### src/common/qsq_pkg.sv
// constants and carrier types of the queued serial queue memory
// assumes one system clock; the cpu and the serial engine share it
// How it works
// - received words stored right-justified, lsb rightmost
// - bits above transfer length cleared on completion
// - receive section readable as byte, half, word
// - status shows completed queue pointer
// - engine only reads transmit section
// - command section used in master mode, unmodified
// - 32 command bytes: chip-select and control fields
// - queue entries addressed 0x00 to 0x1F
// - run from start pointer through end pointer
package qsq_pkg;
	localparam int QUEUE_DEPTH = 32;
	localparam int PTR_W       = 5;
	localparam int WORD_W      = 16;
	localparam int LEN_W       = 5;
	localparam logic [PTR_W-1:0] PTR_FIRST = 5'h00;
	localparam logic [PTR_W-1:0] PTR_LAST  = 5'h1F;
	// cpu address: [7:6] section, [5:0] byte offset inside it
	localparam int ADDR_W     = 8;
	localparam int SEC_HI     = 7;
	localparam int SEC_LO     = 6;
	localparam logic [1:0] SEC_RX  = 2'h0;
	localparam logic [1:0] SEC_TX  = 2'h1;
	localparam logic [1:0] SEC_CMD = 2'h2;
	// access sizes
	localparam logic [1:0] SIZE_BYTE = 2'h0;
	localparam logic [1:0] SIZE_HALF = 2'h1;
	localparam logic [1:0] SIZE_WORD = 2'h2;
	// command byte layout
	localparam int CMD_PCS_LO   = 0;
	localparam int CMD_PCS_W    = 4;
	localparam int CMD_CONT_BIT = 7;
	localparam int CMD_BITSE    = 6;
	localparam logic [LEN_W-1:0] LEN_DEFAULT = 5'h08;
	localparam logic [LEN_W-1:0] LEN_MAX     = 5'h10;
	localparam logic [CMD_PCS_W-1:0] PCS_IDLE = 4'hF;
	// serial clock: system clock divided by twice this count
	localparam int SCK_HALF_DIV = 2;

	typedef struct packed {
		logic [PTR_W-1:0]  idx;
		logic [WORD_W-1:0] data;
	} qsq_rx_item_t;

	typedef struct packed {
		logic             done;
		logic             busy;
		logic [PTR_W-1:0] completed_queue_pointer;
	} qsq_status_t;
endpackage : qsq_pkg

### src/design/qsq_buf2.sv
// two-entry buffer with valid/ready on both sides
// assumes both sides on the system clock
`timescale 1ns/1ps
module qsq_buf2 #(
	parameter int W = 8
) (
	input  wire logic         CLK,
	input  wire logic         RESET,
	input  wire logic         in_valid,
	output logic              in_ready,
	input  wire logic [W-1:0] in_data,
	output logic              out_valid,
	input  wire logic         out_ready,
	output logic [W-1:0]      out_data
);
	logic [W-1:0] mem [2];
	logic         wr_ptr;
	logic         rd_ptr;
	logic [1:0]   count;
	wire          push = in_valid && in_ready;
	wire          pop  = out_valid && out_ready;

	assign in_ready  = count != 2'h2;
	assign out_valid = count != 2'h0;
	assign out_data  = mem[rd_ptr];

	always_ff @(posedge CLK or posedge RESET) begin
		if (RESET) begin
			wr_ptr <= 1'b0;
			rd_ptr <= 1'b0;
			count  <= 2'h0;
		end else begin
			if (push)
				wr_ptr <= ~wr_ptr;
			if (pop)
				rd_ptr <= ~rd_ptr;
			count <= count + {1'b0, push} - {1'b0, pop};
		end
	end

	always_ff @(posedge CLK) begin
		if (push)
			mem[wr_ptr] <= in_data;
	end
endmodule : qsq_buf2

### src/design/qsq_shifter.sv
// master serializer: makes the serial clock, shifts msb first
// assumes mode 0 (clock idles low, sample on rising edge); miso is asynchronous
`timescale 1ns/1ps
module qsq_shifter #(
	parameter int W        = qsq_pkg::WORD_W,
	parameter int HALF_DIV = qsq_pkg::SCK_HALF_DIV
) (
	input  wire logic                     CLK,
	input  wire logic                     RESET,
	input  wire logic                     start,
	input  wire logic [qsq_pkg::LEN_W-1:0] len,
	input  wire logic [W-1:0]             tx_word,
	input  wire logic                     miso_pin,
	output logic                          sck,
	output logic                          mosi,
	output logic                          done,
	output logic [W-1:0]                  rx_word
);
	logic [W-1:0]                sr;
	logic [qsq_pkg::LEN_W-1:0]   cnt;
	logic [7:0]                  div;
	logic                        active;
	logic                        miso_meta;
	logic                        miso_sync;
	wire                         tick = active && (div == 8'(HALF_DIV - 1));

	assign mosi = sr[W-1];

	always_ff @(posedge CLK or posedge RESET) begin
		if (RESET) begin
			miso_meta <= 1'b0;
			miso_sync <= 1'b0;
		end else begin
			miso_meta <= miso_pin;
			miso_sync <= miso_meta;
		end
	end

	always_ff @(posedge CLK or posedge RESET) begin
		if (RESET) begin
			sr      <= '0;
			rx_word <= '0;
			cnt     <= '0;
			div     <= '0;
			active  <= 1'b0;
			sck     <= 1'b0;
			done    <= 1'b0;
		end else begin
			done <= 1'b0;
			if (start && !active) begin
				// left-align the right-justified word so its top bit leaves first
				sr      <= tx_word << (W - int'(len));
				rx_word <= '0;
				cnt     <= '0;
				div     <= '0;
				active  <= 1'b1;
			end else if (active) begin
				div <= tick ? 8'h00 : div + 8'h01;
				if (tick) begin
					sck <= ~sck;
					if (!sck) begin
						cnt <= cnt + 5'h01;
					end else begin
						// the bit on the pin at the rising edge clears the two flops only now
						rx_word <= {rx_word[W-2:0], miso_sync};
						sr      <= sr << 1;
						if (cnt == len) begin
							active <= 1'b0;
							done   <= 1'b1;
						end
					end
				end
			end
		end
	end
endmodule : qsq_shifter

### src/design/qsq_queue_ram.sv
// queue memory and queue engine of the queued serial master
// assumes cpu accesses are single-cycle strobes on the system clock; pins are asynchronous
`timescale 1ns/1ps
module qsq_queue_ram #(
	parameter int DEPTH    = qsq_pkg::QUEUE_DEPTH,
	parameter int W        = qsq_pkg::WORD_W,
	parameter int HALF_DIV = qsq_pkg::SCK_HALF_DIV
) (
	input  wire logic                              CLK,
	input  wire logic                              RESET,
	input  wire logic                              CPU_RE,
	input  wire logic                              CPU_WE,
	input  wire logic [qsq_pkg::ADDR_W-1:0]         CPU_ADDR,
	input  wire logic [1:0]                        CPU_SIZE,
	input  wire logic [31:0]                       CPU_WDATA,
	output logic [31:0]                            CPU_RDATA,
	output logic                                   CPU_RVALID,
	input  wire logic                              MASTER,
	input  wire logic                              START,
	input  wire logic [qsq_pkg::PTR_W-1:0]          QUEUE_START_POINTER,
	input  wire logic [qsq_pkg::PTR_W-1:0]          QUEUE_END_POINTER,
	input  wire logic [qsq_pkg::LEN_W-1:0]          BITS,
	output qsq_pkg::qsq_status_t                   SERIAL_STATUS_REGISTER,
	output logic [qsq_pkg::CMD_PCS_W-1:0]           PCS,
	output logic                                   SCK,
	output logic                                   MOSI,
	input  wire logic                              MISO
);
	typedef enum logic [2:0] {QSQ_IDLE, QSQ_LOAD, QSQ_SHIFT, QSQ_PUSH, QSQ_DRAIN} qsq_state_t;

	logic [W-1:0]                  rx_ram  [DEPTH];
	logic [W-1:0]                  tx_ram  [DEPTH];
	logic [7:0]                    cmd_ram [DEPTH];
	qsq_state_t                    state;
	qsq_state_t                    next_state;
	logic [qsq_pkg::PTR_W-1:0]     ptr;
	logic [qsq_pkg::PTR_W-1:0]     end_ptr;
	logic [qsq_pkg::PTR_W-1:0]     completed;
	logic                          done_flag;
	logic [qsq_pkg::LEN_W-1:0]     cur_len;
	logic [7:0]                    cur_cmd;
	logic [W-1:0]                  masked;
	logic                          sh_start;
	logic                          sh_done;
	logic [W-1:0]                  sh_rx;
	logic                          push_valid;
	logic                          push_ready;
	qsq_pkg::qsq_rx_item_t         push_item;
	logic                          pop_valid;
	logic                          pop_ready;
	qsq_pkg::qsq_rx_item_t         pop_item;
	logic [W-1:0]                  mask;

	// mask keeping the low len bits
	function automatic logic [W-1:0] len_mask(input logic [qsq_pkg::LEN_W-1:0] len);
		logic [W:0] one;
		one = '0;
		one[len] = 1'b1;
		return W'(one - (W+1)'(1));
	endfunction : len_mask

	// transfer length of one entry: programmed length when the command asks, else a byte
	function automatic logic [qsq_pkg::LEN_W-1:0] entry_len_of(input logic [7:0] cmd,
		input logic [qsq_pkg::LEN_W-1:0] bits);
		if (!cmd[qsq_pkg::CMD_BITSE])
			return qsq_pkg::LEN_DEFAULT;
		return (bits == 5'h00) ? qsq_pkg::LEN_MAX : bits;
	endfunction : entry_len_of

	// entry index from a byte offset inside a halfword section
	function automatic logic [qsq_pkg::PTR_W-1:0] half_idx(input logic [5:0] off);
		return off[5:1];
	endfunction : half_idx

	// address map seen by the cpu:
	//   section 0: receive words, 16 bits each, two bytes per entry
	//   section 1: transmit words, 16 bits each, two bytes per entry
	//   section 2: command bytes, one byte per entry
	//   section 3: unused, reads give zero and writes are dropped
	// the receive section takes no cpu writes; only the engine fills it
	// the transmit and command sections are never written by the engine,
	// so one queue can be rerun without software reloading it
	// cpu decode
	wire [1:0]                 sec      = CPU_ADDR[qsq_pkg::SEC_HI:qsq_pkg::SEC_LO];
	wire [5:0]                 off      = CPU_ADDR[5:0];
	wire [qsq_pkg::PTR_W-1:0]  hidx     = half_idx(off);
	wire [qsq_pkg::PTR_W-1:0]  hidx_nxt = hidx + 5'h01;
	wire [qsq_pkg::PTR_W-1:0]  bidx     = off[4:0];
	wire                       wr_tx    = CPU_WE && sec == qsq_pkg::SEC_TX;
	wire                       wr_cmd   = CPU_WE && sec == qsq_pkg::SEC_CMD;
	wire                       rd_rx    = CPU_RE && sec == qsq_pkg::SEC_RX;

	// receive section: byte, half and word views, big-endian lanes
	wire [W-1:0]  rx_half  = rx_ram[hidx];
	wire [7:0]    rx_byte  = off[0] ? rx_half[7:0] : rx_half[15:8];
	wire [31:0]   rx_word  = {rx_ram[hidx], rx_ram[hidx_nxt]};
	wire [31:0]   rx_view  = (CPU_SIZE == qsq_pkg::SIZE_BYTE) ? {24'h00_0000, rx_byte} :
	                         (CPU_SIZE == qsq_pkg::SIZE_HALF) ? {16'h0000, rx_half} :
	                         rx_word;
	wire [31:0]   tx_view  = {16'h0000, tx_ram[hidx]};
	wire [31:0]   cmd_view = {24'h00_0000, cmd_ram[bidx]};
	wire [31:0]   rd_mux   = rd_rx ? rx_view :
	                         (sec == qsq_pkg::SEC_TX) ? tx_view :
	                         (sec == qsq_pkg::SEC_CMD) ? cmd_view : 32'h0000_0000;

	// current queue entry
	wire          last_entry = ptr == end_ptr;
	// decoded from the latched command, so it is valid at the edge that starts the shifter
	wire [qsq_pkg::LEN_W-1:0] entry_len = entry_len_of(cur_cmd, BITS);

	assign mask       = len_mask(cur_len);
	assign masked     = sh_rx & mask;
	assign sh_start   = state == QSQ_LOAD;
	assign push_valid = state == QSQ_PUSH;
	assign push_item  = '{idx: ptr, data: masked};
	// cpu reads of the receive section take the ram port first
	assign pop_ready  = !rd_rx;

	assign SERIAL_STATUS_REGISTER = '{done: done_flag, busy: state != QSQ_IDLE,
	                                  completed_queue_pointer: completed};

	// one entry per pass: load latches the command and starts the shifter,
	// shift waits for the last falling serial edge, push hands the masked
	// word to the buffer; after the end entry the engine drains the buffer
	// before it reports done, so a finished queue has every word in the ram.
	// a stall by the buffer only holds push; no received word is lost.
	// limitation: the length input is read live during each entry, so it
	// must not change while the queue runs
	always_comb begin
		next_state = state;
		unique case (state)
			QSQ_IDLE:
				if (START && MASTER) begin
					next_state = QSQ_LOAD;
				end
			QSQ_LOAD:
				next_state = QSQ_SHIFT;
			QSQ_SHIFT:
				if (sh_done) begin
					next_state = QSQ_PUSH;
				end
			QSQ_PUSH:
				if (push_ready) begin
					next_state = last_entry ? QSQ_DRAIN : QSQ_LOAD;
				end
			QSQ_DRAIN:
				if (!pop_valid) begin
					next_state = QSQ_IDLE;
				end
		endcase
	end

	always_ff @(posedge CLK or posedge RESET) begin
		if (RESET) begin
			state   <= QSQ_IDLE;
			ptr     <= qsq_pkg::PTR_FIRST;
			end_ptr <= qsq_pkg::PTR_LAST;
			cur_cmd <= 8'h00;
			cur_len <= qsq_pkg::LEN_DEFAULT;
			PCS     <= qsq_pkg::PCS_IDLE;
		end else begin
			state <= next_state;
			if (state == QSQ_IDLE && START && MASTER) begin
				ptr     <= QUEUE_START_POINTER;
				end_ptr <= QUEUE_END_POINTER;
			end
			if (next_state == QSQ_LOAD) begin
				// entries only read: command and transmit sections stay as software wrote them
				cur_cmd <= cmd_ram[(state == QSQ_IDLE) ? QUEUE_START_POINTER : ptr + 5'h01];
			end
			if (state == QSQ_LOAD) begin
				cur_len <= entry_len;
				PCS     <= cur_cmd[qsq_pkg::CMD_PCS_LO +: qsq_pkg::CMD_PCS_W];
			end
			if (state == QSQ_PUSH && push_ready) begin
				if (!cur_cmd[qsq_pkg::CMD_CONT_BIT] || last_entry)
					PCS <= qsq_pkg::PCS_IDLE;
				ptr <= ptr + 5'h01;
			end
		end
	end

	// status: completed pointer follows the receive writes, done holds till next start
	always_ff @(posedge CLK or posedge RESET) begin
		if (RESET) begin
			completed <= qsq_pkg::PTR_FIRST;
			done_flag <= 1'b0;
		end else begin
			if (pop_valid && pop_ready)
				completed <= pop_item.idx;
			if (state == QSQ_DRAIN && !pop_valid)
				done_flag <= 1'b1;
			else if (state == QSQ_IDLE && START && MASTER)
				done_flag <= 1'b0;
		end
	end

	// memories carry no reset: transmit and command contents are whatever software wrote,
	// and the receive words are meaningful only up to the completed pointer
	always_ff @(posedge CLK) begin
		if (pop_valid && pop_ready)
			rx_ram[pop_item.idx] <= pop_item.data;
		if (wr_tx)
			tx_ram[hidx] <= CPU_WDATA[W-1:0];
		if (wr_cmd)
			cmd_ram[bidx] <= CPU_WDATA[7:0];
	end

	// read answer one cycle after the strobe; data holds until the next read
	always_ff @(posedge CLK or posedge RESET) begin
		if (RESET) begin
			CPU_RDATA  <= 32'h0000_0000;
			CPU_RVALID <= 1'b0;
		end else begin
			CPU_RVALID <= CPU_RE;
			if (CPU_RE)
				CPU_RDATA <= rd_mux;
		end
	end

	qsq_shifter #(
		.W        (W),
		.HALF_DIV (HALF_DIV)
	) u_shifter (
		.CLK      (CLK),
		.RESET    (RESET),
		.start    (sh_start),
		.len      (entry_len),
		.tx_word  (tx_ram[ptr]),
		.miso_pin (MISO),
		.sck      (SCK),
		.mosi     (MOSI),
		.done     (sh_done),
		.rx_word  (sh_rx)
	);

	// received words wait here while a cpu read holds the receive ram port;
	// two entries cover one stalled push while the next entry is shifting
	qsq_buf2 #(
		.W (qsq_pkg::PTR_W + W)
	) u_rx_buf (
		.CLK       (CLK),
		.RESET     (RESET),
		.in_valid  (push_valid),
		.in_ready  (push_ready),
		.in_data   (push_item),
		.out_valid (pop_valid),
		.out_ready (pop_ready),
		.out_data  (pop_item)
	);
endmodule : qsq_queue_ram

### config.mk
export PLATFORM = sky130hd
export DESIGN_NAME = qsq_queue_ram
export DESIGN_NICKNAME = d
export VERILOG_FILES = /design/src/common/qsq_pkg.sv /design/src/design/qsq_buf2.sv /design/src/design/qsq_shifter.sv /design/src/design/qsq_queue_ram.sv
export SDC_FILE = /design/constraint.sdc
export NUM_CORES = 2
export LEC_CHECK = 0
export BUFFER_PORTS_ARGS = -buffer_cell sky130_fd_sc_hd__buf_4
export CORE_UTILIZATION = 58
export DETAILED_ROUTE_END_ITERATION = 10
export PLACE_DENSITY = 0.83
export SLEW_MARGIN = 0
export SYNTH_ARGS = -nofsm -noshare
export SYNTH_HDL_FRONTEND = slang
export SYNTH_SLANG_ARGS = --single-unit
export TNS_END_PERCENT = 20
### constraint.sdc
create_clock -name CLK -period 5.7 [get_ports CLK]
set_input_delay 1.425 -clock CLK [delete_from_list [all_inputs] [get_ports CLK]]
set_output_delay 1.425 -clock CLK [all_outputs]
set_load 0.01 [all_outputs]
; ---- Word-level counts from Yosys, hierarchy flattened
; Memories as Yosys holds them, arrays and structs flattened. A register that Yosys moved wholly into a read port is not among the register bits.
; Cells that the tools add are included.
[totals]
ff_bits = 115
n_memories = 4
output_inout_bits = 46
ram_bits = 1322
word_cells = 142
[op_classes]
shifts = 1
reduce_logical = 31
n_eq_ne = 13
magnitude_cmp = 2
bitwise = 5
n_addsub = 8
mux = 57
[mem_list]
columns = name, depth, word_bits, read_ports, rd_ports_with_merged_regs, write_ports, line_no
row1 = rx_ram, 32, 16, 2, 0, 1, qsq_queue_ram.sv:31  ; logic [W-1:0] rx_ram [DEPTH];
row2 = tx_ram, 32, 16, 2, 0, 1, qsq_queue_ram.sv:32  ; logic [W-1:0] tx_ram [DEPTH];
row3 = cmd_ram, 32, 8, 2, 1, 1, qsq_queue_ram.sv:33  ; logic [7:0] cmd_ram [DEPTH];
row4 = u_rx_buf.mem, 2, 21, 1, 0, 1, qsq_buf2.sv:16  ; logic [W-1:0] mem [2];
[ops]
columns = op, count
row1 = $mux W16, 9
row2 = $mux W32, 3
row3 = $mux W5, 9
row4 = $mux W8, 5
row5 = $shl A16 B32 Y16, 1
row6 = $mux W1, 21
row7 = $and A16 B16 Y16, 1
row8 = $sub A16 B1 Y16 const B, 1
row9 = $add A5 B1 Y5 const B, 3
row10 = $mux W3, 5
row11 = $pmux W3 S5, 1
row12 = $logic_and A1 B1 Y1, 12
row13 = $mux W4, 3
row14 = $reduce_bool A2 Y1, 6
row15 = $eq A5 B5 Y1, 2
row16 = $reduce_and A3 Y1, 3
row17 = $add A8 B1 Y8 const B, 1
row18 = $eq A8 B1 Y1 const B, 1
row19 = $eq A3 B1 Y1 const B, 2
row20 = $eq A3 B2 Y1 const B, 2
row21 = $lt A5 B6 Y1 const B, 1
row22 = $sub A5 B5 Y6 const A, 1
row23 = $demux W1 S5, 1
row24 = $ge A5 B1 Y1 const B, 1
row25 = 13 further kinds, 22

; ---- Depth between registers and ports, before layout
[depth]
depth_word = 9
mapped_depth = 18
mapped_depth_nobuf = 11

; ---- Cells and area by module
; Synthesis repeated with hierarchy kept, for this count alone.
[hier_totals]
hier_cells = 3911
hier_area_um2 = 67598.6
[by_module_without_submodules]
columns = mod, n_inst, area_each_um2, cells_per_inst
row1 = qsq_queue_ram, 1, 62742.7, 3503
row2 = qsq_shifter, 1, 3140.5, 325
row3 = qsq_buf2, 1, 1715.4, 83

; ---- Worst setup path before layout
; No wires, ideal clock.
[synth_path]
path_kind = in2reg
from = input port CPU_ADDR[1] (netlist bit)
to = register CPU_RDATA[15]
cell_stages = 18
setup_time_ns = 0.137
arrival_ns = 5.414
path_buffers = 9
slack_ns = 0.149
path_cell_list = buf_2 -> buf_4 -> buf_4 -> buf_4 -> buf_4 -> buf_6 -> buf_4 -> inv_1 -> ha_1 -> buf_2 -> buf_1 -> mux4_2 -> mux4_2 -> mux2_2 -> nand2_1 -> o21ai_0 -> a32oi_1 -> a21oi_1
[synth_via]
elab_chain_cells = 5
elab_cells_between_ends = 7
cone_classes = add/sub (1) / mux (4) / memory (2)
[synth_lines]
columns = item, line_no
row1 = "start, declared", qsq_queue_ram.sv:13  ; input wire logic [qsq_pkg::ADDR_W-1:0] CPU_ADDR,
row2 = $add A5 B1 Y5, qsq_queue_ram.sv:87  ; wire [qsq_pkg::PTR_W-1:0] hidx_nxt = hidx + 5'h01;
row3 = $mem_v2 Z32 W16, --
row4 = $mux W32, qsq_queue_ram.sv:98  ; (CPU_SIZE == qsq_pkg::SIZE_HALF) ? {16'h0000, rx_half} :
row5 = $mux W32, qsq_queue_ram.sv:97  ; wire [31:0] rx_view = (CPU_SIZE == qsq_pkg::SIZE_BYTE) ? {24'h00_0000, rx_byte} :
row6 = $mux W32 (*), qsq_queue_ram.sv:102  ; wire [31:0] rd_mux = rd_rx ? rx_view :
row7 = "end signal, assigned", qsq_queue_ram.sv:217  ; CPU_RDATA <= rd_mux;
row8 = "end, declared", qsq_queue_ram.sv:16  ; output logic [31:0] CPU_RDATA,
; Mark *: on every way between the ends. The rest lies on a longest branch, timed or not.
; A chain may end at the register's enable or synchronous reset.

; ---- Worst setup path in the final report
[layout_path]
from = input port CPU_ADDR[1] (netlist bit)
to = register CPU_RDATA[0]
; The elaborated chain is that of the path after synthesis.

==> out/results.md <==
Setup path
* sky130_fd_sc_hd__mux4_2 — cell repeated most along the worst path
* 5380 ps — arrival time of the worst setup path
* 33 — critical path fanouts, max
* 6340 ps — required time of the critical path
* register — nature of the critical path endpoint
* 11 — Critical Path Stages
* multiplexers — gate family responsible for the most delay along the worst path
* 1360 ps — internal reg-to-reg setup slack
* 780 ps — Largest stage delay, worst path
* ptr[0]$_DFFE_PP0P_ — startpoint of the worst-slack reg-to-reg timing path
* CPU_ADDR[1] — start point of the critical path
* CPU_RDATA[0]$_DFFE_PP0P_ — critical path capture point
* buf_8, inv_1, ha_4, buf_12, buf_4, mux4_2, mux4_2, mux2i_1, nand2_1, o21ai_0, a221oi_1 — crit path cell chain
* sky130_fd_sc_hd__ha_4 — Max stage delay cell, worst path
* in2reg — critical setup path kind
* 4 — total buffers and inverters traversed by the critical path
* input pin — Startpoint Class
* u_shifter.sr[6]$_DFFE_PP0P_ — FF-to-FF End
* 9 — reg2reg path depth

Synthesis
* 3818 — synthesized instance count
* 1322 — count of flip-flops with a built-in enable after synthesis
* 0 — count of synthesis-stage warnings from yosys
* 17.71 um^2 — Synth Area per Inst
* 3894 — net count of the mapped netlist
* 82 — synth unique cells
* 0.6319 — register area share after synthesis
* 0.06763 mm^2 — Cell Area, Synth
* 0.08385 — Post-synth ARST share
* 1443 — register bit total from synthesis
* sky130_fd_sc_hd__edfxtp_1 — most used flip-flop cell after synthesis

STA
* 0 — number of max-slew violations in the final report
* 1325 ps — transition at the pin with the smallest max-transition slack
* 0.1075 — worst-case headroom to the max-slew limit
* 0 ps — Setup Total Neg Slack
* 211.1 MHz — highest clock rate
* 0 — Final Hold Violating Endpoints
* 48.25 ps — final worst clock skew
* 0 — setup violation total in the final timing report
* 0.8311 — period utilisation layout
* 4737 ps — final critical delay including setup and external delays
* false — RSZ-0062 raised after global routing

GRT
* 0.5038 — GR Layer Usage met2
* 16 — antenna violations before repair
* 42070 — via count of the first global-routing pass
* 90 — largest net degree at the start of global routing
* 0.4559 — met1 global-route usage
* 0.1420 — met3 GRT Util
* 290500 um — global-route wire length before repair
* 0.3476 — overall fraction of global-route tracks in use
* met2 — most used routing layer
* 0 — grt total ovfl

Power
* 25.12 nW — leakage power total
* 422.0 mW/mm^2 — Pwr Density
* 424.9 uV — maximum resistive drop on vdd
* 31.84 mW — PnR Total Power

Final layout
* 0.6563 — Finished Core Util
* 11.56% — post-synthesis to final-layout area growth
* 0.3022 — ratio of cells with drive above 1 in the final layout
* 4028 — Post-layout nets
* 0.07545 mm^2 — Design Area, Final

Routing
* 0 — DR DRC count
* 0 — residual antenna-violating net count after detailed routing
* 42890 — via total after detailed routing
* 203100 um — detailed-route wire length
* 8050 — number of DRC markers in iteration 0
* 36.31 um — detailed-route wire length per cell
* 7.671 — average vias per placed instance
* 10 — total iterations of the first detailed-routing run

Floorplan
* 0.1180 mm^2 — full die area
* 110 — IO Count
* 343.5 um — die width
* 0.1150 mm^2 — Core Footprint
* 124 — number of standard-cell rows in the floorplan
* 343.5 um — Die Y-Extent
* 0.5883 — Initial Utilization

Clock network
* 790 ps — Clock Latency Late Sink
* 70 ps — clock-pin slew reported for the worst setup and hold paths after clock tree synthesis
* 1443 — Sinks on Clock Net
* 147 — CTS Buf Count
* 0 — number of instances resized during post-cts repair
* 4 — H-tree levels
* sky130_fd_sc_hd__clkbuf_16 — clock tree root driver cell
* done — CTS tree
* 3 — clk buf depth
* 0 — cts-stage hold buffer count
* 0 — post-CTS repair timing setup buffer count

Place
* 0.9307 — Placer Congestion
* 0.07055 mm^2 — placed cell area
* 124800 um — post-detail-place hpwl
* 93 — number of input and output port buffers inserted

Run
* 0 — Max-cap violations

Outcome
* complete, no violations — status

Hold path
* reg2reg — Tightest Hold Check Type

layout make-up:
| class | count | area (um^2) |
|---|---|---|
| Inverter | 44 | 170.2 |
| Multi-Input combinational cell | 2056 | 23510 |
| Timing Repair Buffer | 260 | 2230 |
| Tap cell | 1512 | 1892 |
| Clock inverter | 74 | 779.5 |
| Antenna cell | 7 | 17.52 |
| Clock buffer | 196 | 4100 |
| Fill cell | 7055 | 39520 |
| Sequential cell | 1443 | 42750 |
placed cells by master (no fill, tap or decap), types with 54 or more instances in the layout:
| cell type | instances |
|---|---|
| sky130_fd_sc_hd__mux4_2 | 592 |
| sky130_fd_sc_hd__o21ai_0 | 107 |
| sky130_fd_sc_hd__mux2_2 | 54 |
| sky130_fd_sc_hd__a21oi_1 | 70 |
| sky130_fd_sc_hd__edfxtp_1 | 1322 |
| sky130_fd_sc_hd__clkbuf_16 | 153 |
| sky130_fd_sc_hd__o22ai_1 | 74 |
| sky130_fd_sc_hd__nand2_1 | 207 |
| sky130_fd_sc_hd__nor2_1 | 139 |
| sky130_fd_sc_hd__buf_4 | 237 |
| sky130_fd_sc_hd__nand3_1 | 60 |
| sky130_fd_sc_hd__mux2i_1 | 277 |
| sky130_fd_sc_hd__dfrtp_1 | 108 |
worst min path at each step:
stage	from	endpoint	slack (ps)	depth (start not counted)
after floorplan	u_shifter.miso_meta$_DFF_PP0_	u_shifter.miso_sync$_DFF_PP0_	330	0
after global placement	u_shifter.miso_meta$_DFF_PP0_	u_shifter.miso_sync$_DFF_PP0_	340	0
after detailed placement	u_shifter.miso_meta$_DFF_PP0_	u_shifter.miso_sync$_DFF_PP0_	350	0
after CTS	u_shifter.miso_meta$_DFF_PP0_	u_shifter.miso_sync$_DFF_PP0_	360	0
after global routing	u_shifter.miso_meta$_DFF_PP0_	u_shifter.miso_sync$_DFF_PP0_	380	0
final	u_shifter.miso_meta$_DFF_PP0_	u_shifter.miso_sync$_DFF_PP0_	360	0
registers in the layout, indices dropped and copies added (netlist names), 2 cells and up:
signal / cells
CPU_RDATA: 32
PCS: 4
cmd_ram: 256
completed: 5
cur_cmd: 6
cur_len: 5
end_ptr: 5
ptr: 5
rx_ram: 512
state: 3
tx_ram: 512
u_rx_buf.count: 2
u_rx_buf.mem: 42
u_shifter.cnt: 5
u_shifter.div: 8
u_shifter.rx_word: 16
u_shifter.sr: 16
worst register-to-register path: stages, from the launching register on:
cell and delay (ps):
sky130_fd_sc_hd__dfrtp_4 970, sky130_fd_sc_hd__buf_4 590, sky130_fd_sc_hd__mux4_2 590, sky130_fd_sc_hd__a22o_1 240, sky130_fd_sc_hd__nor2_1 500, sky130_fd_sc_hd__o22ai_1 180
sky130_fd_sc_hd__nor3_1 460, sky130_fd_sc_hd__a22oi_1 310, sky130_fd_sc_hd__a21oi_1 290, sky130_fd_sc_hd__a21oi_1 100
cell families after synthesis:
kind of cell,Yosys count,synth area share
adders and majority gates,12,0.002220
DFF,1443,0.6319
and+or+nand+nor,604,0.03985
buffers and inverters,319,0.02477
AOI/OAI and AO/OA,482,0.04797
xor gates and xnor gates,28,0.003626
muxes,930,0.2496
power by group:
group          switching, mW  internal, mW  total (mW)
sequential             0.603          12.6        13.2
combinational           5.43          3.43        8.86
clock                   4.21          5.57        9.78
cell usage after synthesis (15+ instances only):
master                     count  area (um^2)
sky130_fd_sc_hd__a21oi_1      70        350.3
sky130_fd_sc_hd__a221oi_1     27        236.5
sky130_fd_sc_hd__buf_1        31        116.4
sky130_fd_sc_hd__mux2_2       54        608.1
sky130_fd_sc_hd__dfrtp_1     111         2778
sky130_fd_sc_hd__nand2_1     207        777.0
sky130_fd_sc_hd__buf_2        71        355.3
sky130_fd_sc_hd__nor2b_1      18        112.6
sky130_fd_sc_hd__nand2b_1     15        93.84
sky130_fd_sc_hd__a22oi_1      31        232.7
sky130_fd_sc_hd__o22ai_1      74        462.9
sky130_fd_sc_hd__nor2_1      190        713.2
sky130_fd_sc_hd__o21ai_0     107        535.5
sky130_fd_sc_hd__buf_6        17        191.4
sky130_fd_sc_hd__clkbuf_1     99        371.6
sky130_fd_sc_hd__o221ai_1     19        166.4
sky130_fd_sc_hd__mux2i_1     278         2783
sky130_fd_sc_hd__a22o_1       18        157.7
sky130_fd_sc_hd__nor3_1       42        210.2
sky130_fd_sc_hd__inv_1        40        150.1
sky130_fd_sc_hd__edfxtp_1   1322        39700
sky130_fd_sc_hd__xnor2_1      17        148.9
sky130_fd_sc_hd__a211oi_1     15        112.6
sky130_fd_sc_hd__nand3_1      60        300.3
sky130_fd_sc_hd__buf_4        52        390.4
sky130_fd_sc_hd__and2_1       17        106.4
sky130_fd_sc_hd__mux4_2      592        13330
stage by stage:
step | worst slack (ps) | hold WS, ps | cells
3_3_place_gp | 670.4 | 339.6 | 5315
5_1_grt | 1020 | 380.6 | 5585
4_1_cts | 1262 | 362.6 | 5585
2_1_floorplan | 148.7 | 331.2 | 3818
3_5_place_dp | 575.2 | 346.5 | 5315
6_report | 962.6 | 361.9 | 5592
per-layer routing:
layer | share of wire | vias to the layer above
li1 | - | 16150
met1 | 0.33 | 21540
met2 | 0.44 | 4306
met5 | 0.00099 | -
met4 | 0.060 | 28
met3 | 0.17 | 878
Power figures use the tool's default switching activity.
